File: src/hw/sicp_consts.svh
`ifndef SICP_CONSTS_SVH
`define SICP_CONSTS_SVH

// Framing bytes
`define SICP_START_MARK     8'h7e
`define SICP_END_MARK       8'h7e
`define SICP_PROTO_ID       8'h02

// Command codes
`define SICP_CRC_ON_CMD     8'h06
`define SICP_CRC_OFF_CMD    8'h07
`define SICP_COUNT_CMD      8'h08
`define SICP_TRIG_CMD       8'h09
`define SICP_CONFIG_CMD     8'h0a

// Status byte
`define SICP_COMPLETION_BIT 8'h80
`define SICP_STATUS_OK      7'h00
`define SICP_STATUS_CRC     7'h01
`define SICP_STATUS_ABSENT  7'h02
`define SICP_STATUS_BADCMD  7'h03

// CRC defaults
`define SICP_CRC_POLY       16'h1021
`define SICP_CRC_SEED       16'hffff

// Receive buffer depth (bytes after start marker)
`define SICP_RX_DEPTH       8
`define SICP_RX_IDX_W       3

// Response header length before payload (start, id, status, echo, len hi, len lo)
`define SICP_HDR_LEN        16'h0006
// Config payload: id, count, mask bytes, then 5 bytes per element
`define SICP_ELEM_BYTES     16'h0005

`endif

File: src/hw/sicp_pkg.sv
package sicp_pkg;

  typedef enum logic [1:0] {
    SICP_RX_IDLE  = 2'b00,
    SICP_RX_BODY  = 2'b01,
    SICP_RX_CHECK = 2'b10
  } sicp_rx_state_t;

  typedef enum logic [2:0] {
    SICP_TX_IDLE  = 3'b000,
    SICP_TX_HDR   = 3'b001,
    SICP_TX_PAY   = 3'b010,
    SICP_TX_CRCHI = 3'b011,
    SICP_TX_CRCLO = 3'b100,
    SICP_TX_END   = 3'b101
  } sicp_tx_state_t;

endpackage

File: src/hw/sicp_crc16.sv
`timescale 1ns/10ps
`include "sicp_consts.svh"

// Bytewise MSB-first CRC-16 accumulator
module sicp_crc16
  import sicp_pkg::*;
#(
  parameter logic [15:0] POLY = `SICP_CRC_POLY,
  parameter logic [15:0] SEED = `SICP_CRC_SEED
) (
  input  wire logic        clk_i,
  input  wire logic        reset_i,
  input  wire logic        clear_i,
  input  wire logic        feed_i,
  input  wire logic [7:0]  byte_i,
  output      logic [15:0] crc_o
);

  logic [15:0] crc_q;
  logic [15:0] crc_d;
  logic [15:0] step;

  always_comb begin
    step = crc_q ^ {byte_i, 8'h00};
    for (int i = 0; i < 8; i++) begin
      step = step[15] ? ((step << 1) ^ POLY) : (step << 1);
    end
    crc_d = crc_q;
    if (clear_i) begin
      crc_d = SEED;
    end else if (feed_i) begin
      crc_d = step;
    end
  end

  always_ff @(posedge clk_i) begin
    if (reset_i) begin
      crc_q <= SEED;
    end else begin
      crc_q <= crc_d;
    end
  end

  assign crc_o = crc_q;

endmodule

File: src/hw/sicp_stream_info.sv
`timescale 1ns/10ps
`include "sicp_consts.svh"

// Overview of operation
// - Crc-off command stops CRC check and generation
// - Crc-off response already carries no CRC
// - Bad CRC answers crc-fail, command skipped
// - Response: start, id, status, echo, length, payload, end
// - Stream count query returns one byte
// - Trigger query returns stream trigger bits
// - Trigger bits packed eight per byte, ceiling
// - Unknown stream answers stream-absent status
// - Config query returns stored stream configuration
// - Config payload: id, count, mask, elements
// - Length counts payload bytes only
// - Crc-on enables CRC from own response
// - Response CRC two bytes, high first
module sicp_stream_info
  import sicp_pkg::*;
#(
  parameter logic [15:0] CRC_POLY = `SICP_CRC_POLY,
  parameter logic [15:0] CRC_SEED = `SICP_CRC_SEED
) (
  input  wire logic       clk_i,
  input  wire logic       reset_i,
  input  wire logic [7:0] rx_data_i,
  input  wire logic       rx_valid_i,
  output      logic [7:0] tx_data_o,
  output      logic       tx_valid_o,
  input  wire logic       tx_ready_i,
  input  wire logic [7:0] stream_count_i,
  output      logic [7:0] query_id_o,
  input  wire logic       stream_present_i,
  input  wire logic [7:0] trig_byte_count_i,
  input  wire logic [7:0] elem_count_i,
  output      logic [7:0] info_index_o,
  input  wire logic [7:0] trig_state_byte_i,
  input  wire logic [7:0] trig_mask_byte_i,
  input  wire logic [7:0] elem_byte_i,
  output      logic       crc_enabled_o,
  output      logic       busy_o
);

  // ==========================================================
  // Receive side
  // ==========================================================
  sicp_rx_state_t                  rx_state_q, rx_state_d;
  logic [7:0]                      rx_buf_q [`SICP_RX_DEPTH];
  logic [7:0]                      rx_buf_d [`SICP_RX_DEPTH];
  logic [`SICP_RX_IDX_W:0]         rx_cnt_q, rx_cnt_d;
  logic [15:0]                     rx_crc_snap_q, rx_crc_snap_d;
  logic [15:0]                     rx_crc_snap2_q, rx_crc_snap2_d;
  logic                            crc_en_q, crc_en_d;
  logic                            cmd_go;
  logic [15:0]                     rx_crc;
  logic                            rx_feed;
  logic                            rx_clear;
  logic                            tx_busy;

  // Checker sees every byte between the start and end markers
  sicp_crc16 #(
    .POLY (CRC_POLY),
    .SEED (CRC_SEED)
  ) u_rx_crc (
    .clk_i   (clk_i),
    .reset_i (reset_i),
    .clear_i (rx_clear),
    .feed_i  (rx_feed),
    .byte_i  (rx_data_i),
    .crc_o   (rx_crc)
  );

  always_comb begin
    rx_state_d     = rx_state_q;
    rx_buf_d       = rx_buf_q;
    rx_cnt_d       = rx_cnt_q;
    rx_crc_snap_d  = rx_crc_snap_q;
    rx_crc_snap2_d = rx_crc_snap2_q;
    rx_feed        = 1'b0;
    rx_clear       = 1'b0;
    cmd_go         = 1'b0;
    unique case (rx_state_q)
      SICP_RX_IDLE: begin
        rx_clear = 1'b1;
        rx_cnt_d = '0;
        if (rx_valid_i && rx_data_i == `SICP_START_MARK && !tx_busy) begin
          rx_state_d = SICP_RX_BODY;
        end
      end
      SICP_RX_BODY: begin
        if (rx_valid_i) begin
          if (rx_data_i == `SICP_END_MARK && rx_cnt_q != '0) begin
            rx_state_d = SICP_RX_CHECK;
          end else if (rx_cnt_q == (`SICP_RX_IDX_W+1)'(`SICP_RX_DEPTH)) begin
            rx_state_d = SICP_RX_IDLE;
          end else begin
            rx_buf_d[rx_cnt_q[`SICP_RX_IDX_W-1:0]] = rx_data_i;
            rx_cnt_d       = rx_cnt_q + 1'b1;
            rx_feed        = 1'b1;
            // CRC state before the last two bytes
            rx_crc_snap2_d = rx_crc_snap_q;
            rx_crc_snap_d  = rx_crc;
          end
        end
      end
      SICP_RX_CHECK: begin
        cmd_go     = 1'b1;
        rx_state_d = SICP_RX_IDLE;
      end
      default: rx_state_d = SICP_RX_IDLE;
    endcase
  end

  always_ff @(posedge clk_i) begin
    if (reset_i) begin
      rx_state_q     <= SICP_RX_IDLE;
      rx_cnt_q       <= '0;
      rx_crc_snap_q  <= '0;
      rx_crc_snap2_q <= '0;
      for (int i = 0; i < `SICP_RX_DEPTH; i++) begin
        rx_buf_q[i] <= 8'h00;
      end
    end else begin
      rx_state_q     <= rx_state_d;
      rx_buf_q       <= rx_buf_d;
      rx_cnt_q       <= rx_cnt_d;
      rx_crc_snap_q  <= rx_crc_snap_d;
      rx_crc_snap2_q <= rx_crc_snap2_d;
    end
  end

  // ==========================================================
  // Command decode
  // ==========================================================
  logic [7:0]  cmd_code;
  logic [7:0]  cmd_param;
  logic [15:0] rx_crc_rcvd;
  logic        crc_bad;
  logic [`SICP_RX_IDX_W:0] body_len;

  always_comb begin
    // Body length excluding trailing CRC bytes when enabled
    body_len    = crc_en_q ? rx_cnt_q - 2'd2 : rx_cnt_q;
    cmd_code    = rx_buf_q[1];
    cmd_param   = rx_buf_q[2];
    rx_crc_rcvd = {rx_buf_q[rx_cnt_q[`SICP_RX_IDX_W-1:0] - 2'd2],
                   rx_buf_q[rx_cnt_q[`SICP_RX_IDX_W-1:0] - 2'd1]};
    crc_bad     = crc_en_q && (rx_cnt_q < 3'd4 || rx_crc_rcvd != rx_crc_snap2_q);
  end

  assign query_id_o = cmd_param;

  // ==========================================================
  // Transmit side
  // ==========================================================
  sicp_tx_state_t tx_state_q, tx_state_d;
  logic [6:0]     status_q, status_d;
  logic [7:0]     echo_q, echo_d;
  logic [15:0]    pay_len_q, pay_len_d;
  logic [15:0]    idx_q, idx_d;
  logic           tx_crc_on_q, tx_crc_on_d;
  logic [15:0]    tx_crc;
  logic [15:0]    elem_rel;
  logic           tx_fire;

  assign tx_fire = tx_valid_o && tx_ready_i;
  assign tx_busy = tx_state_q != SICP_TX_IDLE;

  sicp_crc16 #(
    .POLY (CRC_POLY),
    .SEED (CRC_SEED)
  ) u_tx_crc (
    .clk_i   (clk_i),
    .reset_i (reset_i),
    .clear_i (tx_state_q == SICP_TX_IDLE),
    .feed_i  (tx_fire && ((tx_state_q == SICP_TX_HDR && idx_q != '0) ||
              tx_state_q == SICP_TX_PAY)),
    .byte_i  (tx_data_o),
    .crc_o   (tx_crc)
  );

  always_comb begin
    tx_state_d  = tx_state_q;
    status_d    = status_q;
    echo_d      = echo_q;
    pay_len_d   = pay_len_q;
    idx_d       = idx_q;
    tx_crc_on_d = tx_crc_on_q;
    crc_en_d    = crc_en_q;
    unique case (tx_state_q)
      SICP_TX_IDLE: begin
        if (cmd_go) begin
          echo_d      = cmd_code;
          status_d    = `SICP_STATUS_OK;
          pay_len_d   = 16'h0000;
          idx_d       = '0;
          tx_state_d  = SICP_TX_HDR;
          tx_crc_on_d = crc_en_q;
          if (rx_buf_q[0] != `SICP_PROTO_ID) begin
            tx_state_d = SICP_TX_IDLE;
          end else if (crc_bad) begin
            status_d = `SICP_STATUS_CRC;
          end else begin
            unique case (cmd_code)
              `SICP_CRC_ON_CMD: begin
                crc_en_d    = 1'b1;
                tx_crc_on_d = 1'b1;
              end
              `SICP_CRC_OFF_CMD: begin
                crc_en_d    = 1'b0;
                tx_crc_on_d = 1'b0;
              end
              `SICP_COUNT_CMD: begin
                pay_len_d = 16'h0001;
              end
              `SICP_TRIG_CMD, `SICP_CONFIG_CMD: begin
                if (body_len < 3'd3 || !stream_present_i) begin
                  status_d = `SICP_STATUS_ABSENT;
                end else if (cmd_code == `SICP_TRIG_CMD) begin
                  pay_len_d = {8'h00, trig_byte_count_i};
                end else begin
                  pay_len_d = 16'h0002 + {8'h00, trig_byte_count_i} +
                              16'(elem_count_i * `SICP_ELEM_BYTES);
                end
              end
              default: status_d = `SICP_STATUS_BADCMD;
            endcase
          end
        end
      end
      SICP_TX_HDR: begin
        if (tx_fire) begin
          idx_d = idx_q + 1'b1;
          if (idx_q == `SICP_HDR_LEN - 1'b1) begin
            idx_d = '0;
            tx_state_d = (pay_len_q != '0) ? SICP_TX_PAY :
                         tx_crc_on_q ? SICP_TX_CRCHI : SICP_TX_END;
          end
        end
      end
      SICP_TX_PAY: begin
        if (tx_fire) begin
          idx_d = idx_q + 1'b1;
          if (idx_q == pay_len_q - 1'b1) begin
            tx_state_d = tx_crc_on_q ? SICP_TX_CRCHI : SICP_TX_END;
          end
        end
      end
      SICP_TX_CRCHI: if (tx_fire) tx_state_d = SICP_TX_CRCLO;
      SICP_TX_CRCLO: if (tx_fire) tx_state_d = SICP_TX_END;
      SICP_TX_END:   if (tx_fire) tx_state_d = SICP_TX_IDLE;
      default:       tx_state_d = SICP_TX_IDLE;
    endcase
  end

  // Response byte selection
  always_comb begin
    elem_rel     = idx_q - 16'h0002 - {8'h00, trig_byte_count_i};
    info_index_o = idx_q[7:0];
    tx_valid_o   = tx_busy;
    tx_data_o    = `SICP_END_MARK;
    unique case (tx_state_q)
      SICP_TX_HDR: begin
        unique case (idx_q[2:0])
          3'd0:    tx_data_o = `SICP_START_MARK;
          3'd1:    tx_data_o = `SICP_PROTO_ID;
          3'd2:    tx_data_o = `SICP_COMPLETION_BIT | {1'b0, status_q};
          3'd3:    tx_data_o = echo_q;
          3'd4:    tx_data_o = pay_len_q[15:8];
          default: tx_data_o = pay_len_q[7:0];
        endcase
      end
      SICP_TX_PAY: begin
        if (echo_q == `SICP_COUNT_CMD) begin
          tx_data_o = stream_count_i;
        end else if (echo_q == `SICP_TRIG_CMD) begin
          tx_data_o = trig_state_byte_i;
        end else if (idx_q == 16'h0000) begin
          tx_data_o = cmd_param;
        end else if (idx_q == 16'h0001) begin
          tx_data_o = elem_count_i;
        end else if (idx_q < 16'h0002 + {8'h00, trig_byte_count_i}) begin
          info_index_o = 8'(idx_q - 16'h0002);
          tx_data_o    = trig_mask_byte_i;
        end else begin
          info_index_o = elem_rel[7:0];
          tx_data_o    = elem_byte_i;
        end
      end
      SICP_TX_CRCHI: tx_data_o = tx_crc[15:8];
      SICP_TX_CRCLO: tx_data_o = tx_crc[7:0];
      default:       tx_data_o = `SICP_END_MARK;
    endcase
  end

  always_ff @(posedge clk_i) begin
    if (reset_i) begin
      tx_state_q  <= SICP_TX_IDLE;
      status_q    <= `SICP_STATUS_OK;
      echo_q      <= 8'h00;
      pay_len_q   <= 16'h0000;
      idx_q       <= 16'h0000;
      tx_crc_on_q <= 1'b0;
      crc_en_q    <= 1'b0;
    end else begin
      tx_state_q  <= tx_state_d;
      status_q    <= status_d;
      echo_q      <= echo_d;
      pay_len_q   <= pay_len_d;
      idx_q       <= idx_d;
      tx_crc_on_q <= tx_crc_on_d;
      crc_en_q    <= crc_en_d;
    end
  end

  assign crc_enabled_o = crc_en_q;
  assign busy_o        = tx_busy || rx_state_q != SICP_RX_IDLE;

endmodule

File: config.mk
export PLATFORM = sky130hd
export DESIGN_NAME = sicp_stream_info
export DESIGN_NICKNAME = d
export VERILOG_FILES = /design/src/hw/sicp_pkg.sv /design/src/hw/sicp_crc16.sv /design/src/hw/sicp_stream_info.sv
export VERILOG_INCLUDE_DIRS = /design/src /design/src/hw
export SDC_FILE = /design/constraint.sdc
export NUM_CORES = 1
export LEC_CHECK = 0
export BUFFER_PORTS_ARGS = -buffer_cell sky130_fd_sc_hd__buf_2
export CELL_PAD_IN_SITES_DETAIL_PLACEMENT = 0
export CELL_PAD_IN_SITES_GLOBAL_PLACEMENT = 2
export CORE_UTILIZATION = 41
export CTS_BUF_LIST = sky130_fd_sc_hd__clkbuf_8
export CTS_CLUSTER_DIAMETER = 50
export CTS_CLUSTER_SIZE = 40
export DETAILED_ROUTE_END_ITERATION = 10
export PLACE_DENSITY_LB_ADDON = 0.3
export RECOVER_POWER = 100
export SYNTH_ARGS = -nofsm -noshare
export SYNTH_HDL_FRONTEND = slang
export SYNTH_SLANG_ARGS = --single-unit
File: constraint.sdc
create_clock -name clk_i -period 10.78 [get_ports clk_i]
set_clock_uncertainty 0.2 [all_clocks]
set_input_delay 0.539 -clock clk_i [delete_from_list [all_inputs] [get_ports clk_i]]
set_output_delay 0.539 -clock clk_i [all_outputs]
set_load 0.05 [all_outputs]
Yosys cells after proc, flatten, opt, wreduce, memory -nomap -nowiden
Index checks and enable logic that the tools add are counted.

word-level totals
  bits in registers = 185
  word-level logic and storage cells = 221

cells by class
  order comparisons = 7
  eq/ne operators = 38
  $mul = 1
  reduce and logical (&&, ||, !) cells = 37
  add/subtract/negate cells = 10
  muxes and demuxes = 83
  bitwise logic cells = 25

operators by type and width
  kind                     count
  $mux W13                 16
  $mux W16                 8
  $mux W8                  16
  $bwmux W64               1
  $bmux W8 S3              2
  $not A3 Y3               16
  $pmux W16 S3             1
  $eq A8 B4 Y1 const B     5
  $pmux W8 S5              1
  $pmux W16 S2             1
  $pmux W8 S4              1
  $reduce_bool A16 Y1      2
  $xor A16 B16 Y16         2
  $mux W3                  10
  $demux W8 S3             1
  $ne A2 B2 Y1 const B     10
  $pmux W3 S6              1
  $add A16 B1 Y16 const B  1
  $add A16 B11 Y16         1
  $eq A16 B1 Y1 const B    1
  $eq A16 B16 Y1           1
  $eq A16 B3 Y1 const B    1
  $eq A8 B3 Y1 const B     2
  $logic_not A16 Y1        1
  other kinds (48)         99

Logic depth before layout (Yosys ltp)
  depth in word-level cells = 25
  gate-level depth with buffers = 15
  gate-level depth less buffers = 14

Hierarchy
Synthesis repeated with hierarchy kept, for this count alone.

unflattened totals
  cells, all modules = 1336
  area, all modules = 11716.2 um^2

by module, submodules not included
  module            seq. area each (um^2)  area an instance (um^2)  times used  cells each
  sicp_stream_info  2862.7                 9874.5                   1           1178
  sicp_crc16        320.3                  920.9                    2           79

Worst setup path before layout
Ideal clock, no wire load.

  kind = input-to-output
  start point = in trig_byte_count_i[1]
  end point = out tx_data_o[3]
  required time = 10041 ps
  slack = 5964 ps
  buffers on the path = 2
  arrival time = 4077 ps
  stages = 12
  cell sequence = inv_1 > nor3_1 > nand3_1 > ha_1 > or4b_1 > buf_2 > a2111o_1 > o211a_1 > buf_6 > o211ai_1 > a21oi_1 > o31ai_1

between the ends
  cells in the longest elaborated chain, start to end = 8

ends and longest elaborated chain
  what             line                     source
  start, declared  sicp_stream_info.sv:34   input wire logic [7:0] trig_byte_count_i,
  $add A2 B8 Y9    sicp_stream_info.sv:282  end else if (idx_q < 16'h0002 + {8'h00, trig_byte_count_i}) begin
  $lt A16 B9 Y1    sicp_stream_info.sv:282
  $mux W8          sicp_stream_info.sv:282
  $mux W8          sicp_stream_info.sv:280  end else if (idx_q == 16'h0001) begin
  $mux W8          sicp_stream_info.sv:278  end else if (idx_q == 16'h0000) begin
  $mux W8          sicp_stream_info.sv:276  end else if (echo_q == `SICP_TRIG_CMD) begin
  $mux W8          sicp_stream_info.sv:274  if (echo_q == `SICP_COUNT_CMD) begin
  $pmux W8 S4      sicp_stream_info.sv:262  unique case (tx_state_q)
  end, declared    sicp_stream_info.sv:28   output logic [7:0] tx_data_o,

Every way passes these cells.

Worst setup path after layout
  start point = reg rx_cnt_q[0]
  end point = reg rx_buf_q[37] (netlist name)

between the ends
  cells in the longest elaborated chain, start to end = 6
  elaborated cells on any way between the ends = 13

ends and longest elaborated chain
  what                                          line                     source
  start, declared                               sicp_stream_info.sv:50   logic [`SICP_RX_IDX_W:0] rx_cnt_q, rx_cnt_d;
  start signal, assigned                        sicp_stream_info.sv:126  rx_cnt_q <= rx_cnt_d;
  $not A3 Y4                                    sicp_stream_info.sv:97   rx_buf_d[rx_cnt_q[`SICP_RX_IDX_W-1:0]] = rx_data_i;
  $ge A4 B4 Y1 or $lt A4 B1 Y1 (tied branches)  sicp_stream_info.sv:97
  $logic_and A1 B1 Y1                           sicp_stream_info.sv:97
  $mux W8                                       sicp_stream_info.sv:97
  $demux W8 S3                                  sicp_stream_info.sv:97
  $bwmux W64                                    sicp_stream_info.sv:97
  end signal, assigned                          sicp_stream_info.sv:125  rx_buf_q <= rx_buf_d;
  end, declared                                 sicp_stream_info.sv:48   logic [7:0] rx_buf_q [`SICP_RX_DEPTH];

Parallel ways exist; a longest one is shown, timed or not.
A chain may end at the register's enable or synchronous reset.

==> results.yml <==
final_layout:
  drive_gt1_share_pct: 10.64
  mostFrequentLayoutCells: "175 x dfxtp_1, 169 x nand2_1, 153 x nor2_1, 105 x a21oi_1, 92 x mux2i_1"
  final_common_cell: "dfxtp_1"
  layout.nets: 1535
  fin_cells: 1807
  multiInputGateArea_mm2: 0.007541
  fillers: 2919
  seqCellArea_mm2: 0.003503
  antenna_cells: 0
  area_growth_pct: 7.517
power_and_ir_drop:
  swShare_pct: 34.01
  power_switching_uw: 511.4
  pwr_density_cell_mw_per_mm2: 119.2
  p_total_uw: 1504
  p_comb_share_pct: 23.1
  peakVddDrop_uv: 71.96
  p_clk_share_pct: 33.4
  p_leak_uw: 0.005060
  p_int_uw: 992.3
  power.share.sequential_pct: 43.6
clocking:
  cts_setup_buffers: 0
  cts_tree: "yes"
  hold_buffers: 0
  clock_latency_ps: 490
  cts_root_buf: "clkbuf_8"
  cts_resized: 0
  clockBufferDepth: 2
  htreeDepth: 4
  path_clk_slew_ps: 110
  cts_buffers: 17
  numClockSinks: 175
critical_path:
  critPathBufInv: 3
  critical_path_class: "reg2reg"
  max_stage_delay_ps: 1870
  crit_required_ps: 10910
  slowest_stage: "clkbuf_1"
  cp_max_fo: 41
  r2r-start: "rx_cnt_q[0]"
  cp_top_family: "buffers and inverters"
  crit_start: "rx_cnt_q[0]"
  cp-start-kind: "register"
  crit_arrival_ps: 6930
  crit_chain: "clkbuf_1, inv_1, ha_1, nand2_1, mux2_1, nor3_1, buf_4, nand3_1, mux2i_1, nor2_1"
  worst_setup_path_end_kind: "register"
die:
  io_pins: 88
  core_area_mm2: 0.02793
  die_w_um: 171.2
  die_h_um: 171.2
  rows: 61
  dieArea_mm2: 0.02930
  initial_utilization_pct: 42.00
route:
  drt_pre_antenna_iters: 5
  via_per_inst: 5.624
  first_iter_violations: 874
  avgRoutedWirePerCell_um: 19.52
  ant_nets: 0
  drc: 0
  vias: 10163
  totalWireLength_um: 35270
yosys:
  synth_top_area_share_pct: 29.86
  synth_ff_type: "dfxtp_1"
  seq_area_frac_synth_pct: 29.86
  netlist_instances: 1408
  synth_edf_count: 0
  ys_seq_elements: 175
  synth_nets: 1527
  synth_area_mm2: 0.01173
  yosys-top-cells-area: "dfxtp_1 30%, mux2i_1 7.8%, mux4_2 6.1%, nand2_1 5.4%, xnor2_1 5.4%"
  ys_async_sr_fraction_pct: 0
  syn_area_per_cell_um2: 8.334
  synth_largest_area_cell: "dfxtp_1"
  yosysUniqueCellTypes: 77
  synth-warning-count: 0
global_routing:
  grt_overflow: 0
  antenna_found_initial: 0
  grt_pass1_vias: 9556
  grtUsageTotal_pct: 24.77
  grt_max_degree: 89
  grt_pass1_wl_um: 55270
hold_path:
  min_from: "trig_byte_count_i[0]"
  holdCritPathClass: "in2reg"
placement:
  gp_congestion: 0.8771
  io_buffers: 87
  dp_hpwl_um: 26220
  dpl.cell_count: 1775
timing:
  max_freq_mhz: 147.1
  period_needed_ps: 6796
  worst_slew_pin_slew_ps: 2654
  final-setup-viol-count: 0
  fin_tns_setup_ps: 0
  finalHoldViolCount: 0
  period_share_pct: 63.04
  relSlewSlack_pct: -76.96
  rsz0062_at_grt: "false"
  finalMaxSlewViolations: 119
outcome:
  violations: "max-capacitance violations, max-slew violations"
  status: "finished, violations left"
run:
  maxCapViolCount: 3
[worst register-to-register path, delay by kind of cell, from the launching register on]
kind,cells,cell delay (ps)
buffers and inverters,3,2880
and+or+nand+nor,4,2080
muxes,2,760
DFF,1,320
adders and majority gates,1,420
[per-stage QoR]
| step | hold WS [ps] | worst slack, ps | utilization [%] | area (um2) |
|---|---|---|---|---|
| after floorplan | 232.1 | 5964 | - | 11730 |
| after global placement | 238.0 | 5920 | 43.91 | 12270 |
| after detailed placement | 243.8 | 5824 | 43.91 | 12270 |
| after CTS | 215.2 | 5827 | 45.44 | 12690 |
| after global routing | 234.5 | 3059 | 45.16 | 12620 |
| final | 236.8 | 3984 | 45.16 | 12620 |
[sequential cells by signal, indices dropped and copies added, names as in the netlist, 11 cells and up]
signal          flops
u_rx_crc.crc_o     16
u_tx_crc.crc_o     16
pay_len_q          11
rx_buf_q           48
rx_crc_snap2_q     16
rx_crc_snap_q      16
idx_q              16
[power by group through the flow]
stage	clock (uW)	sequential, uW	combinational, uW
after floorplan	0	665	265
after global placement	0	670	352
after detailed placement	0	670	352
after CTS	515	655	354
after global routing	539	656	382
final	502	655	347
[path summary, 6_finish.rpt]
| check | cells after the start | slack (ps) | endpoint |
|---|---|---|---|
| setup / recovery | 10 | 3980 | rx_buf_q[37] |
| hold / removal | 3 | 240 | pay_len_q[0] |
| setup reg to reg | 10 | 3980 | rx_buf_q[37] |
| hold reg to reg | 2 | 260 | rx_crc_snap2_q[5] |
[cells by family (layout without fill, tap and decap cells)]
| family | count (synthesis) | count (layout) | synth area share (%) |
|---|---|---|---|
| compound gates | 281 | 281 | 15.39 |
| fa+ha+maj | 58 | 58 | 6.760 |
| xor+xnor | 114 | 114 | 8.637 |
| mux | 129 | 129 | 14.50 |
| simple gates | 488 | 488 | 19.24 |
| flops | 175 | 175 | 29.86 |
| buf+inv | 163 | 184 | 5.620 |
[metal layers]
metal	part of all wire (%)	track usage (%)	vias to the layer above
li1	-	-	4988
met1	46	32.61	4909
met2	48	41.99	223
met3	4.0	3.060	43
met4	2.4	7.958	0
met5	0	0	-
[final cells by class]
cell class | count | area share (%)
inverter | 57 | 1.696
clock buffer | 18 | 1.964
clock inverter | 14 | 1.408
multi-input combinational | 1070 | 59.77
timing repair buffer | 95 | 3.640
sequential | 175 | 27.77
tap | 378 | 3.749
[synthesized netlist by cell type, drive strengths merged (6+ instances only)]
library cell,count
o22ai,9
dfxtp,175
nor2,153
nand2,169
and3,13
xnor2,72
a22oi,6
o21bai,7
mux4,32
nor2b,7
inv,57
nand3,34
buf,22
nand4,15
o21ai,40
o221ai,10
a21o,6
nor4,16
a31oi,14
a21oi,106
clkbuf,84
o21a,7
o211ai,29
or3,10
fa,9
nor3,31
mux2i,92
xor2,41
nand2b,6
ha,49
No activity file was read; power rests on OpenSTA's default activity.
